**src/verilog/trs_pkg.sv**
```systemverilog
// Purpose: Shared constants and types of the tile reset sequencer
// Assumes: pclk at 40 MHz
// Notes: Offsets are APB byte addresses
package trs_pkg;
    // ------------------------------------------------------------
    // Timing
    // ------------------------------------------------------------
    localparam int CLK_PERIOD_NS = 25;
    localparam int POR_TIME_NS = 1000;
    localparam int CDR_RST_TIME_NS = 200;
    localparam int BUF_RST_TIME_NS = 100;
    localparam int POR_CYCLES = (POR_TIME_NS + CLK_PERIOD_NS - 1)
        / CLK_PERIOD_NS;
    localparam int CDR_RST_CYCLES = (CDR_RST_TIME_NS + CLK_PERIOD_NS - 1)
        / CLK_PERIOD_NS;
    localparam int BUF_RST_CYCLES = (BUF_RST_TIME_NS + CLK_PERIOD_NS - 1)
        / CLK_PERIOD_NS;
    localparam int CNT_W = 8;
    localparam int NCH = 2;
    localparam int NIRQ = 12;
    // ------------------------------------------------------------
    // Register map
    // ------------------------------------------------------------
    localparam logic [7:0] ADDR_CTRL = 8'h00;
    localparam logic [7:0] ADDR_CHRST = 8'h04;
    localparam logic [7:0] ADDR_STAT = 8'h08;
    localparam logic [7:0] ADDR_IRQ_ST = 8'h0c;
    localparam logic [7:0] ADDR_IRQ_CLR = 8'h10;
    localparam logic [7:0] ADDR_IRQ_EN = 8'h14;
    localparam logic [7:0] ADDR_ERRCLR = 8'h18;
    localparam int CTRL_TILE = 0;
    localparam int CTRL_PH = 1;
    localparam int CTRL_FR = 2;
    localparam int CTRL_HOLD = 3;
    localparam int CTRL_ABUF = 4;
    localparam int CH_TX = 0;
    localparam int CH_RX = 1;
    localparam int CH_EBUF = 2;
    localparam int CH_CDR = 3;
    localparam int CH_PCNT = 4;
    localparam int CH1_LSB = 8;
    localparam logic [4:0] CTRL_RST = 5'h00;
    localparam logic [4:0] CHRST_RST = 5'h00;
    localparam logic [NIRQ-1:0] IRQ_EN_RST = 12'h000;
    // ------------------------------------------------------------
    // Types
    // ------------------------------------------------------------
    typedef enum logic [1:0] {
        SEQ_IDLE = 2'b00,
        SEQ_CDR = 2'b01,
        SEQ_LOCK = 2'b10,
        SEQ_BUF = 2'b11
    } trs_seq_e;
    typedef struct packed {
        logic tx_pcs;
        logic rx_pcs;
        logic ebuf;
        logic pchk;
        logic ovs;
        logic cdr;
    } trs_comp_s;
    typedef struct packed {
        logic pll_lock;
        logic user_clk_lock;
        logic [1:0] cdr_lock;
        logic [1:0] rx_idle;
        logic [1:0] tx_buf_err;
        logic [1:0] rx_buf_err;
        logic [1:0] pattern_over;
        logic [1:0] ovs_fault;
    } trs_tile_in_s;
endpackage : trs_pkg

```
**src/verilog/trs_por.sv**
```systemverilog
// Purpose: Tile reset after configuration
// Assumes: presetn release marks end of configuration
// Notes: Output high from reset until count expires
`timescale 1ns/1ps
`default_nettype none
module trs_por
    import trs_pkg::*;
#(
    parameter int CYCLES = POR_CYCLES
) (
    // Clock and reset
    input wire logic pclk,
    input wire logic presetn,
    // Status
    output logic busy
);
    typedef struct packed {
        logic [CNT_W-1:0] cnt;
        logic busy;
    } trs_por_s;
    trs_por_s s_r, s_nxt;

    // RULE1: automatic tile reset
    always_comb begin
        s_nxt = s_r;
        if (s_r.busy) begin
            s_nxt.cnt = s_r.cnt + 8'h01;
            if (s_r.cnt == CNT_W'(CYCLES - 1)) begin
                s_nxt.busy = 1'b0;
            end
        end
    end

    always_ff @(posedge pclk or negedge presetn) begin
        if (!presetn) begin
            s_r <= '{cnt: '0, busy: 1'b1};
        end else begin
            s_r <= s_nxt;
        end
    end

    assign busy = s_r.busy;
endmodule : trs_por
`default_nettype wire

```
**src/verilog/trs_sync.sv**
```systemverilog
// Purpose: Two-stage synchroniser for tile status pins
// Assumes: Inputs are asynchronous levels
// Notes: First stage feeds only the second
`timescale 1ns/1ps
`default_nettype none
module trs_sync
    import trs_pkg::*;
#(
    parameter int W = 14
) (
    // Clock and reset
    input wire logic pclk,
    input wire logic presetn,
    // Data
    input wire logic [W-1:0] d,
    output logic [W-1:0] q
);
    typedef struct packed {
        logic [W-1:0] meta;
        logic [W-1:0] stable;
    } trs_sync_s;
    trs_sync_s s_r, s_nxt;

    always_comb begin
        s_nxt = s_r;
        s_nxt.meta = d;
        s_nxt.stable = s_r.meta;
    end

    always_ff @(posedge pclk or negedge presetn) begin
        if (!presetn) begin
            s_r <= '0;
        end else begin
            s_r <= s_nxt;
        end
    end

    assign q = s_r.stable;
endmodule : trs_sync
`default_nettype wire

```
**src/verilog/trs_top.sv**
```systemverilog
// Purpose: Reset sequencer of a dual-channel transceiver tile
// Assumes: APB slave on pclk; tile status pins are asynchronous
// Notes: Per-channel vectors index channel 0 at bit 0
// Contract
// RULE1: Tile resets itself after configuration
// RULE2: Late clock power-up needs tile reset
// RULE3: Reference clock change needs tile reset
// RULE4: Hold PCS resets while clock unlocked
// RULE5: Redo phase alignment after clock relock
// RULE6: Remote power-up resets clock recovery
// RULE7: Idle options enable automatic recovery reset
// RULE8: Plug-in resets receiver clock recovery
// RULE9: TX buffer error needs TX reset
// RULE10: RX buffer error needs buffer reset
// RULE11: Bonded lanes share one clock source
// RULE12: No bonding before clock is stable
// RULE13: Bonded sources share reference, lanes locked
// RULE14: Recovery reset, lock, buffer reset, bond
// RULE15: Pattern error flag sticky until cleared
// RULE16: Oversampler flag set, cleared by RX reset
// RULE17: Choose least disturbing reset
// RULE18: Each reset clears only its components
// RULE19: Resets held levels, released after lock
//
// Our own choices: the placing of the registers and register access over APB.
`timescale 1ns/1ps
`default_nettype none
module trs_top
    import trs_pkg::*;
(
    // Clock and reset
    input wire logic pclk,
    input wire logic presetn,
    // APB
    input wire logic [7:0] paddr,
    input wire logic psel,
    input wire logic penable,
    input wire logic pwrite,
    input wire logic [31:0] pwdata,
    output logic [31:0] prdata,
    output logic pready,
    output logic pslverr,
    // Tile status pins
    input wire trs_tile_in_s tile_in,
    // Tile resets
    output logic tile_reset,
    output trs_comp_s [NCH-1:0] comp_reset,
    // Flags and interrupt
    output logic [NCH-1:0] pattern_error_flag,
    output logic [NCH-1:0] oversampler_error_flag,
    output logic irq
);
    typedef struct packed {
        logic [4:0] ctrl;
        logic [NCH-1:0][4:0] chrst;
        logic [NIRQ-1:0] irq_en;
        logic [NIRQ-1:0] irq_st;
        logic [NCH-1:0] pat_err;
        logic [NCH-1:0] ovs_err;
        trs_seq_e [NCH-1:0] seq;
        logic [NCH-1:0][CNT_W-1:0] cnt;
        trs_tile_in_s prev;
        logic [31:0] prdata;
        logic pready;
        logic pslverr;
        logic tile;
        trs_comp_s [NCH-1:0] comp;
        logic irq;
    } trs_state_s;
    trs_state_s s_r, s_nxt;
    trs_tile_in_s tin;
    logic [$bits(trs_tile_in_s)-1:0] sync_q;
    logic por_busy;

    // ------------------------------------------------------------
    // Input synchronisers and configuration reset
    // ------------------------------------------------------------
    trs_sync #(.W($bits(trs_tile_in_s))) u_sync (
        .pclk(pclk),
        .presetn(presetn),
        .d(tile_in),
        .q(sync_q)
    );
    assign tin = trs_tile_in_s'(sync_q);

    trs_por #(.CYCLES(POR_CYCLES)) u_por (
        .pclk(pclk),
        .presetn(presetn),
        .busy(por_busy)
    );

    // ------------------------------------------------------------
    // Next state
    // ------------------------------------------------------------
    logic wr_en;
    logic rd_phase;
    logic idle_opts;
    logic tile_nxt;
    logic [NIRQ-1:0] ev;
    logic [NCH-1:0] pat_clr;
    assign wr_en = psel && penable && pwrite && s_r.pready;
    assign rd_phase = psel && penable && !s_r.pready;
    assign idle_opts = s_r.ctrl[CTRL_PH] && s_r.ctrl[CTRL_FR]
        && s_r.ctrl[CTRL_HOLD];

    always_comb begin
        s_nxt = s_r;
        ev = '0;
        pat_clr = '0;
        s_nxt.prev = tin;
        // Bus handshake: one wait state, data registered
        s_nxt.pready = rd_phase;
        s_nxt.pslverr = 1'b0;
        if (rd_phase) begin
            s_nxt.prdata = 32'h0000_0000;
            unique case (paddr)
                ADDR_CTRL: s_nxt.prdata[4:0] = s_r.ctrl;
                ADDR_CHRST: begin
                    s_nxt.prdata[4:0] = s_r.chrst[0];
                    s_nxt.prdata[CH1_LSB+:5] = s_r.chrst[1];
                end
                ADDR_STAT: s_nxt.prdata[12:0] = {por_busy, s_r.seq,
                    s_r.ovs_err, s_r.pat_err, tin.cdr_lock,
                    tin.user_clk_lock, tin.pll_lock};
                ADDR_IRQ_ST: s_nxt.prdata[NIRQ-1:0] = s_r.irq_st;
                ADDR_IRQ_EN: s_nxt.prdata[NIRQ-1:0] = s_r.irq_en;
                ADDR_IRQ_CLR, ADDR_ERRCLR: ;
                default: s_nxt.pslverr = 1'b1;
            endcase
        end else if (s_r.pready) begin
            s_nxt.pslverr = s_r.pslverr;
        end
        if (wr_en && !s_r.pslverr) begin
            unique case (paddr)
                ADDR_CTRL: s_nxt.ctrl = pwdata[4:0];
                ADDR_CHRST: begin
                    s_nxt.chrst[0] = pwdata[4:0];
                    s_nxt.chrst[1] = pwdata[CH1_LSB+:5];
                end
                ADDR_IRQ_CLR: s_nxt.irq_st = s_r.irq_st
                    & ~pwdata[NIRQ-1:0];
                ADDR_IRQ_EN: s_nxt.irq_en = pwdata[NIRQ-1:0];
                ADDR_ERRCLR: pat_clr = pwdata[NCH-1:0];
                default: ;
            endcase
        end
        // RULE1: tile reset after configuration
        tile_nxt = por_busy || s_r.ctrl[CTRL_TILE];
        s_nxt.tile = tile_nxt;
        ev[0] = s_r.prev.pll_lock && !tin.pll_lock;
        ev[1] = s_r.prev.user_clk_lock && !tin.user_clk_lock;
        for (int c = 0; c < NCH; c++) begin
            ev[2+c] = tin.tx_buf_err[c] && !s_r.prev.tx_buf_err[c];
            ev[4+c] = tin.rx_buf_err[c] && !s_r.prev.rx_buf_err[c];
            ev[6+c] = tin.pattern_over[c]
                && !s_r.prev.pattern_over[c];
            ev[8+c] = tin.ovs_fault[c] && !s_r.prev.ovs_fault[c];
            // RULE7: idle-exit recovery sequencer
            unique case (s_r.seq[c])
                SEQ_IDLE: begin
                    if (idle_opts && s_r.prev.rx_idle[c]
                        && !tin.rx_idle[c]) begin
                        s_nxt.seq[c] = SEQ_CDR;
                        s_nxt.cnt[c] = '0;
                    end
                end
                SEQ_CDR: begin
                    s_nxt.cnt[c] = s_r.cnt[c] + 8'h01;
                    if (s_r.cnt[c] == CNT_W'(CDR_RST_CYCLES - 1)) begin
                        s_nxt.seq[c] = SEQ_LOCK;
                    end
                end
                SEQ_LOCK: begin
                    // RULE14: buffer reset only after lock
                    if (tin.cdr_lock[c]) begin
                        s_nxt.cnt[c] = '0;
                        s_nxt.seq[c] = s_r.ctrl[CTRL_ABUF]
                            ? SEQ_BUF : SEQ_IDLE;
                        ev[10+c] = !s_r.ctrl[CTRL_ABUF];
                    end
                end
                SEQ_BUF: begin
                    s_nxt.cnt[c] = s_r.cnt[c] + 8'h01;
                    if (s_r.cnt[c] == CNT_W'(BUF_RST_CYCLES - 1)) begin
                        s_nxt.seq[c] = SEQ_IDLE;
                        ev[10+c] = 1'b1;
                    end
                end
            endcase
            if (tile_nxt) begin
                s_nxt.seq[c] = SEQ_IDLE;
            end
            // RULE18: reset fan-out per component
            s_nxt.comp[c].tx_pcs = tile_nxt || s_r.chrst[c][CH_TX];
            s_nxt.comp[c].rx_pcs = tile_nxt || s_r.chrst[c][CH_RX];
            s_nxt.comp[c].ovs = tile_nxt || s_r.chrst[c][CH_RX];
            s_nxt.comp[c].ebuf = tile_nxt || s_r.chrst[c][CH_RX]
                || s_r.chrst[c][CH_EBUF] || s_r.seq[c] == SEQ_BUF;
            s_nxt.comp[c].pchk = tile_nxt || s_r.chrst[c][CH_RX]
                || s_r.chrst[c][CH_PCNT];
            // RULE6: recovery reset on remote power-up
            // RULE8: recovery reset on plug-in
            s_nxt.comp[c].cdr = tile_nxt || s_r.chrst[c][CH_CDR]
                || s_r.seq[c] == SEQ_CDR;
            // RULE15: sticky until cleared, set wins
            if (pat_clr[c] || s_r.comp[c].pchk) begin
                s_nxt.pat_err[c] = 1'b0;
            end
            if (ev[6+c]) begin
                s_nxt.pat_err[c] = 1'b1;
            end
            // RULE16: cleared by RX reset, set wins
            if (s_r.comp[c].rx_pcs) begin
                s_nxt.ovs_err[c] = 1'b0;
            end
            if (ev[8+c]) begin
                s_nxt.ovs_err[c] = 1'b1;
            end
        end
        s_nxt.irq_st = s_nxt.irq_st | ev;
        s_nxt.irq = |(s_r.irq_st & s_r.irq_en);
    end

    // ------------------------------------------------------------
    // State register
    // ------------------------------------------------------------
    always_ff @(posedge pclk or negedge presetn) begin
        if (!presetn) begin
            s_r <= '0;
            s_r.ctrl <= CTRL_RST;
            s_r.chrst <= {CHRST_RST, CHRST_RST};
            s_r.irq_en <= IRQ_EN_RST;
            s_r.tile <= 1'b1;
            s_r.comp <= '1;
        end else begin
            s_r <= s_nxt;
        end
    end

    assign prdata = s_r.prdata;
    assign pready = s_r.pready;
    assign pslverr = s_r.pslverr;
    assign tile_reset = s_r.tile;
    assign comp_reset = s_r.comp;
    assign pattern_error_flag = s_r.pat_err;
    assign oversampler_error_flag = s_r.ovs_err;
    assign irq = s_r.irq;
endmodule : trs_top
`default_nettype wire
```
**config.mk**
```make
export PLATFORM = sky130hd
export DESIGN_NAME = trs_top
export DESIGN_NICKNAME = d
export VERILOG_FILES = /design/src/verilog/trs_pkg.sv /design/src/verilog/trs_por.sv /design/src/verilog/trs_sync.sv /design/src/verilog/trs_top.sv
export SDC_FILE = /design/constraint.sdc
export NUM_CORES = 1
export LEC_CHECK = 0
export ABC_AREA = 1
export BUFFER_PORTS_ARGS = -buffer_cell sky130_fd_sc_hd__buf_4
export CAP_MARGIN = 25
export CORE_MARGIN = 2
export CORE_UTILIZATION = 60
export DETAILED_ROUTE_END_ITERATION = 7
export PLACE_DENSITY = 0.82
export SETUP_SLACK_MARGIN = 0.3
export SLEW_MARGIN = 20
export SYNTH_ARGS = -nofsm -noshare
export SYNTH_HDL_FRONTEND = slang
export SYNTH_SLANG_ARGS = --single-unit
export TNS_END_PERCENT = 10
```
**constraint.sdc**
```tcl
create_clock -name pclk -period 4.31 [get_ports pclk]
set_clock_uncertainty 0.2 [all_clocks]
set_input_delay 0.862 -clock pclk [delete_from_list [all_inputs] [get_ports pclk]]
set_output_delay 0.862 -clock pclk [all_outputs]
set_load 0.01 [all_outputs]
```
---- Word level (Yosys, flattened, before mapping) ----
Cells that the tools add are included.
W data, S select, Z words.
word-level totals
  flip-flop bits (word level) ............. 139
  bits in latches ......................... 0
  memory bits (writable) .................. 0
  ROM bits ................................ 0
  output and inout bits ................... 52
  memories kept ........................... 0
cells by class
  add/sub/neg operators ................... 3
  multiply operators ...................... 0
  div/mod/pow operators ................... 0
  $lt $le $gt $ge ......................... 0
  eq/ne operators ......................... 30
  shifts and indexed selects .............. 0
  mux-type cells .......................... 46
  bitwise gates (word level) .............. 4
  reduce and logical (&&, ||, !) cells .... 71
operators with widths
  kind                   count
  $pmux W8 S3            2
  $mux W8                4
  $mux W2                13
  $pmux W5 S5            1
  $add A8 B1 Y8 const B  3
  $and A12 B12 Y12       2
  $eq A8 B3 Y1 const B   3
  $eq A8 B5 Y1 const B   3
  $mux W12               2
  $logic_and A1 B1 Y1    21
  $ne A3 B3 Y1 const B   6
  $logic_or A1 B1 Y1     17
  $mux W1                17
  $eq A8 B2 Y1 const B   2
  $eq A8 B4 Y1 const B   2
  $pmux W2 S4            2
  $pmux W4 S4            1
  $logic_not A1 Y1       15
  $not A12 Y12           1
  $or A12 B12 Y12        1
  $reduce_or A12 Y1      1
  $reduce_and A2 Y1      5
  $pmux W3 S3            1
  $eq A2 B2 Y1 const B   4
  other kinds (12)       25

---- Depth between registers and ports, before layout ----
  depth after elaboration ................. 8
  gate-level depth with buffers ........... 8

---- Cells and area by module ----
Synthesis repeated with hierarchy kept, for this count alone.
second synthesis, totals
  cells, all modules ...................... 719
  area, all modules ....................... 6,388.6 µm²
by module, submodules not included
  module    times used  cells an instance  area an instance (µm²)  seq. area each (µm²)
  trs_top   1           636                5,223.8                 2,566.2
  trs_sync  1           28                 700.7                   700.7
  trs_por   1           55                 464.2                   226.5

---- Worst setup path after synthesis ----
OpenSTA, ideal clock, no wires.
  kind .................................... input-to-reg
  start point ............................. input port paddr[5]
  end point ............................... register s_r (netlist bit pattern_error_flag[0])
  library setup time ...................... 124 ps
  arrival time ............................ 1,641 ps
  slack ................................... 2,345 ps
  stages .................................. 7
  cell sequence ........................... inv_1 -> nand2_1 -> nor2_2 -> buf_2 -> nand2_1 -> o211ai_1 -> nand2_1
on the way
  longest elaborated chain between the ends .. 5
ends and longest elaborated chain
  what                          line            source
  from (decl)                   trs_top.sv:35   input wire logic [7:0] paddr,
  $eq A8 B5 Y1                  trs_top.sv:134  unique case (paddr)
  $mux W2                       trs_top.sv:134
  $mux W2                       trs_top.sv:133  if (wr_en && !s_r.pslverr) begin
  $logic_or A1 B1 Y1            trs_top.sv:206  if (pat_clr[c] || s_r.comp[c].pchk) begin
  $reduce_bool A2 Y1 (no line)  --
  to (signal assigned)          trs_top.sv:236  s_r <= s_nxt;
  to (decl)                     trs_top.sv:70   trs_state_s s_r, s_nxt;
Every way passes these cells.
A chain may end at the register's enable or synchronous reset.

---- Worst setup path in the final report ----
  start point ............................. register s_r (netlist bit comp_reset[7])
  end point ............................... output port comp_reset[7] in the netlist's numbering
RTL lines
  what       line           source
  to (decl)  trs_top.sv:47  output trs_comp_s [NCH-1:0] comp_reset,
No word-level cell between the ends.

==> impl_metrics.ini <==
[yosys]
synth_area_um2 = 6290
synthTopCellsByCount = nand2_1, dfrtp_1, inv_1, nand3_1
synthTopCellsByArea = dfrtp_1, nand2_1, buf_4
ys_types = 33
async_reset_ff_frac = 1.00
synthCells = 701
yosysTopAreaCell = dfrtp_1
yosys_most_used_dff = dfrtp_1
synth.avg_cell_area_um2 = 8.97
synth_edf_count = 0
synth_warnings = 0
synth.top_cell.area_share = 0.505
ys_seq_area_frac = 0.555
yosysMostFrequentCell = nand2_1
ys_ff_latch = 139

[clock_network]
cts_hold_buf = 0
h-tree-depth = 4
tritoncts = done
insertion_delay_ns = 0.53
clkSinkCount = 139
post_cts_buffers = 0
clock_path_buffers = 2
clkSlewWorstSetupHoldPaths_ns = 0.07
cts-root-buf = clkbuf_8
post_cts_resized = 0
cts_made_buffers = 17

[routing]
firstDrtPassIters = 5
met3_length_mm = 1.19
topRoutingLayerUsed = met4
drt-initial-drc-count = 448
viasPerCell = 5.54
wl_met1_mm = 5.95
vias = 4982
wire_per_inst_um = 16.1
antenna_left = 0
finalWirelength_mm = 14.5
drcViolationCount = 0
wl_met2_mm = 7.04

[die]
dieArea_um2 = 11300
pin_count = 111
design.core.area_um2 = 10200
dieHeight_um = 106
initial_core_util = 0.615
rows = 37
die_w_um = 106

[setup_path]
cpPeakStageDelay_ns = 0.55
crit_buf_inv = 1
worstPathMaxFanout = 3
crit_arrival_ns = 1.20
critPathTopFamily = flip-flops
crit_path_cell_trace = buf_4
crit_slowest_cell = dfstp_2
ff2ff_setup_slack_ns = 2.20
crit_path_end_kind = output pin
worstPathRequired_ns = 3.25
worst_setup_path_start_kind = flop
path_class = flop to output pin

[power]
peakVddDrop_v = 0.000262
powerDensity_nw_per_um2 = 428
p_leak_nw = 3.71

[timing]
max_slew_margin = 0.383
rsz0062_at_grt = no
holdWs_ns = -0.000634
period_needed_ns = 2.26
timing.fmax_mhz = 442
finalSetupViolCount = 0
setup-tns-final_ns = 0
tightest_slew_ns = 0.922
hold_violations = 1
final_max_slew_viol_count = 0
min_period_over_period = 0.525

[place]
port_buffers = 72
place_congestion = 0.895
place_hpwl_mm = 9.35

[worst_hold_path]
worst_hold_path_type = primary input to asynchronous set/reset pin

[global_routing]
grt_pass1_vias = 4657
grt_use_total = 0.262
grt_max_degree = 113
grt_overflow = 0
antenna_found_initial = 0
grt_pass1_wl_mm = 22.8

[status]
violations = hold timing
outcome = finished with violations

[finish]
nets = 812
drive_gt1_frac = 0.201
fillers = 737
diodes = 0
syn_to_final_growth_pct = 15.9
final_util = 0.712

[job]
drv_cap = 0
[flip-flops by register name, summed over array words and instances (netlist names)]
register and cells:
u_sync.s_nxt 14, tile_reset 1, u_sync.q 14, pready 1, u_por.s_r 8, comp_reset 10, s_r 71, irq 1
u_por.busy 1, pslverr 1, oversampler_error_flag 2, pattern_error_flag 2, prdata 13
[report_power, final]
group,switching [mW],total [mW],internal (mW),leakage (nW)
clock network,0.642,1.56,0.919,0.312
registers,0.0283,1.37,1.34,1.71
logic,0.117,0.186,0.0686,1.69
[final cells by class]
| cell class | instances | area (um^2) | area share |
|---|---|---|---|
| clock inverter | 15 | 218 | 0.0299 |
| sequential | 139 | 3490 | 0.479 |
| timing repair buffer | 75 | 587 | 0.0805 |
| multi-input combinational | 441 | 2120 | 0.291 |
| tap | 136 | 170 | 0.0233 |
| clock buffer | 17 | 414 | 0.0568 |
| inverter | 76 | 285 | 0.0391 |
[final timing paths]
path	start	endpoint	depth (start not counted)
worst max-delay path	comp_reset[7]$_DFF_PN1_	comp_reset[7]	1
worst min-delay path	presetn	s_r[55]$_DFF_PN0_	1
worst max register to register	pready$_DFF_PN0_	pslverr$_DFFE_PN0P_	5
worst min register to register	u_sync.s_nxt[2]$_DFF_PN0_	u_sync.q[2]$_DFF_PN0_	0
max in group asynchronous	presetn	s_r[90]$_DFF_PN0_	3
min in group pclk	u_sync.s_nxt[2]$_DFF_PN0_	u_sync.q[2]$_DFF_PN0_	0
[cell usage in the layout, fill, tap and decap left out, drive strengths merged, types with 5 or more instances in the layout]
cell type | netlist | routed
nor2 | 64 | 64
o22ai | 5 | 5
conb | 1 | 19
xor2 | 13 | 13
clkbuf | 0 | 17
nand3 | 56 | 56
dfstp | 12 | 12
inv | 76 | 86
a21oi | 21 | 21
o21ai | 64 | 64
dfrtp | 127 | 127
buf | 63 | 75
nand2 | 173 | 173
[per-layer routing]
layer,vias to the layer above,GRT usage
met5,-,0
met3,31,0.0613
li1,2275,-
met4,0,0.0846
met2,277,0.414
met1,2399,0.361
[logic make-up after synthesis]
family          Yosys count  share of synthesized area
compound gates          100                     0.0905
xor+xnor                 13                     0.0181
fa+ha+maj                 3                    0.00597
buf+inv                 139                      0.118
flops                   139                      0.555
other cells               1                   0.000596
simple gates            306                      0.211
[metrics by stage]
| step | area (um^2) | setup slack [ns] | std cells | total power [mW] |
|---|---|---|---|---|
| finish | 7290 | 2.05 | 899 | 3.12 |
| global placement | 6630 | 1.64 | 866 | 1.57 |
| detailed placement | 6630 | 1.60 | 866 | 1.58 |
| CTS | 7260 | 2.03 | 898 | 3.12 |
| global route | 7290 | 2.00 | 899 | 3.21 |
| floorplan | 6360 | 2.35 | 719 | 1.50 |
No activity file was read; power rests on OpenSTA's default activity.
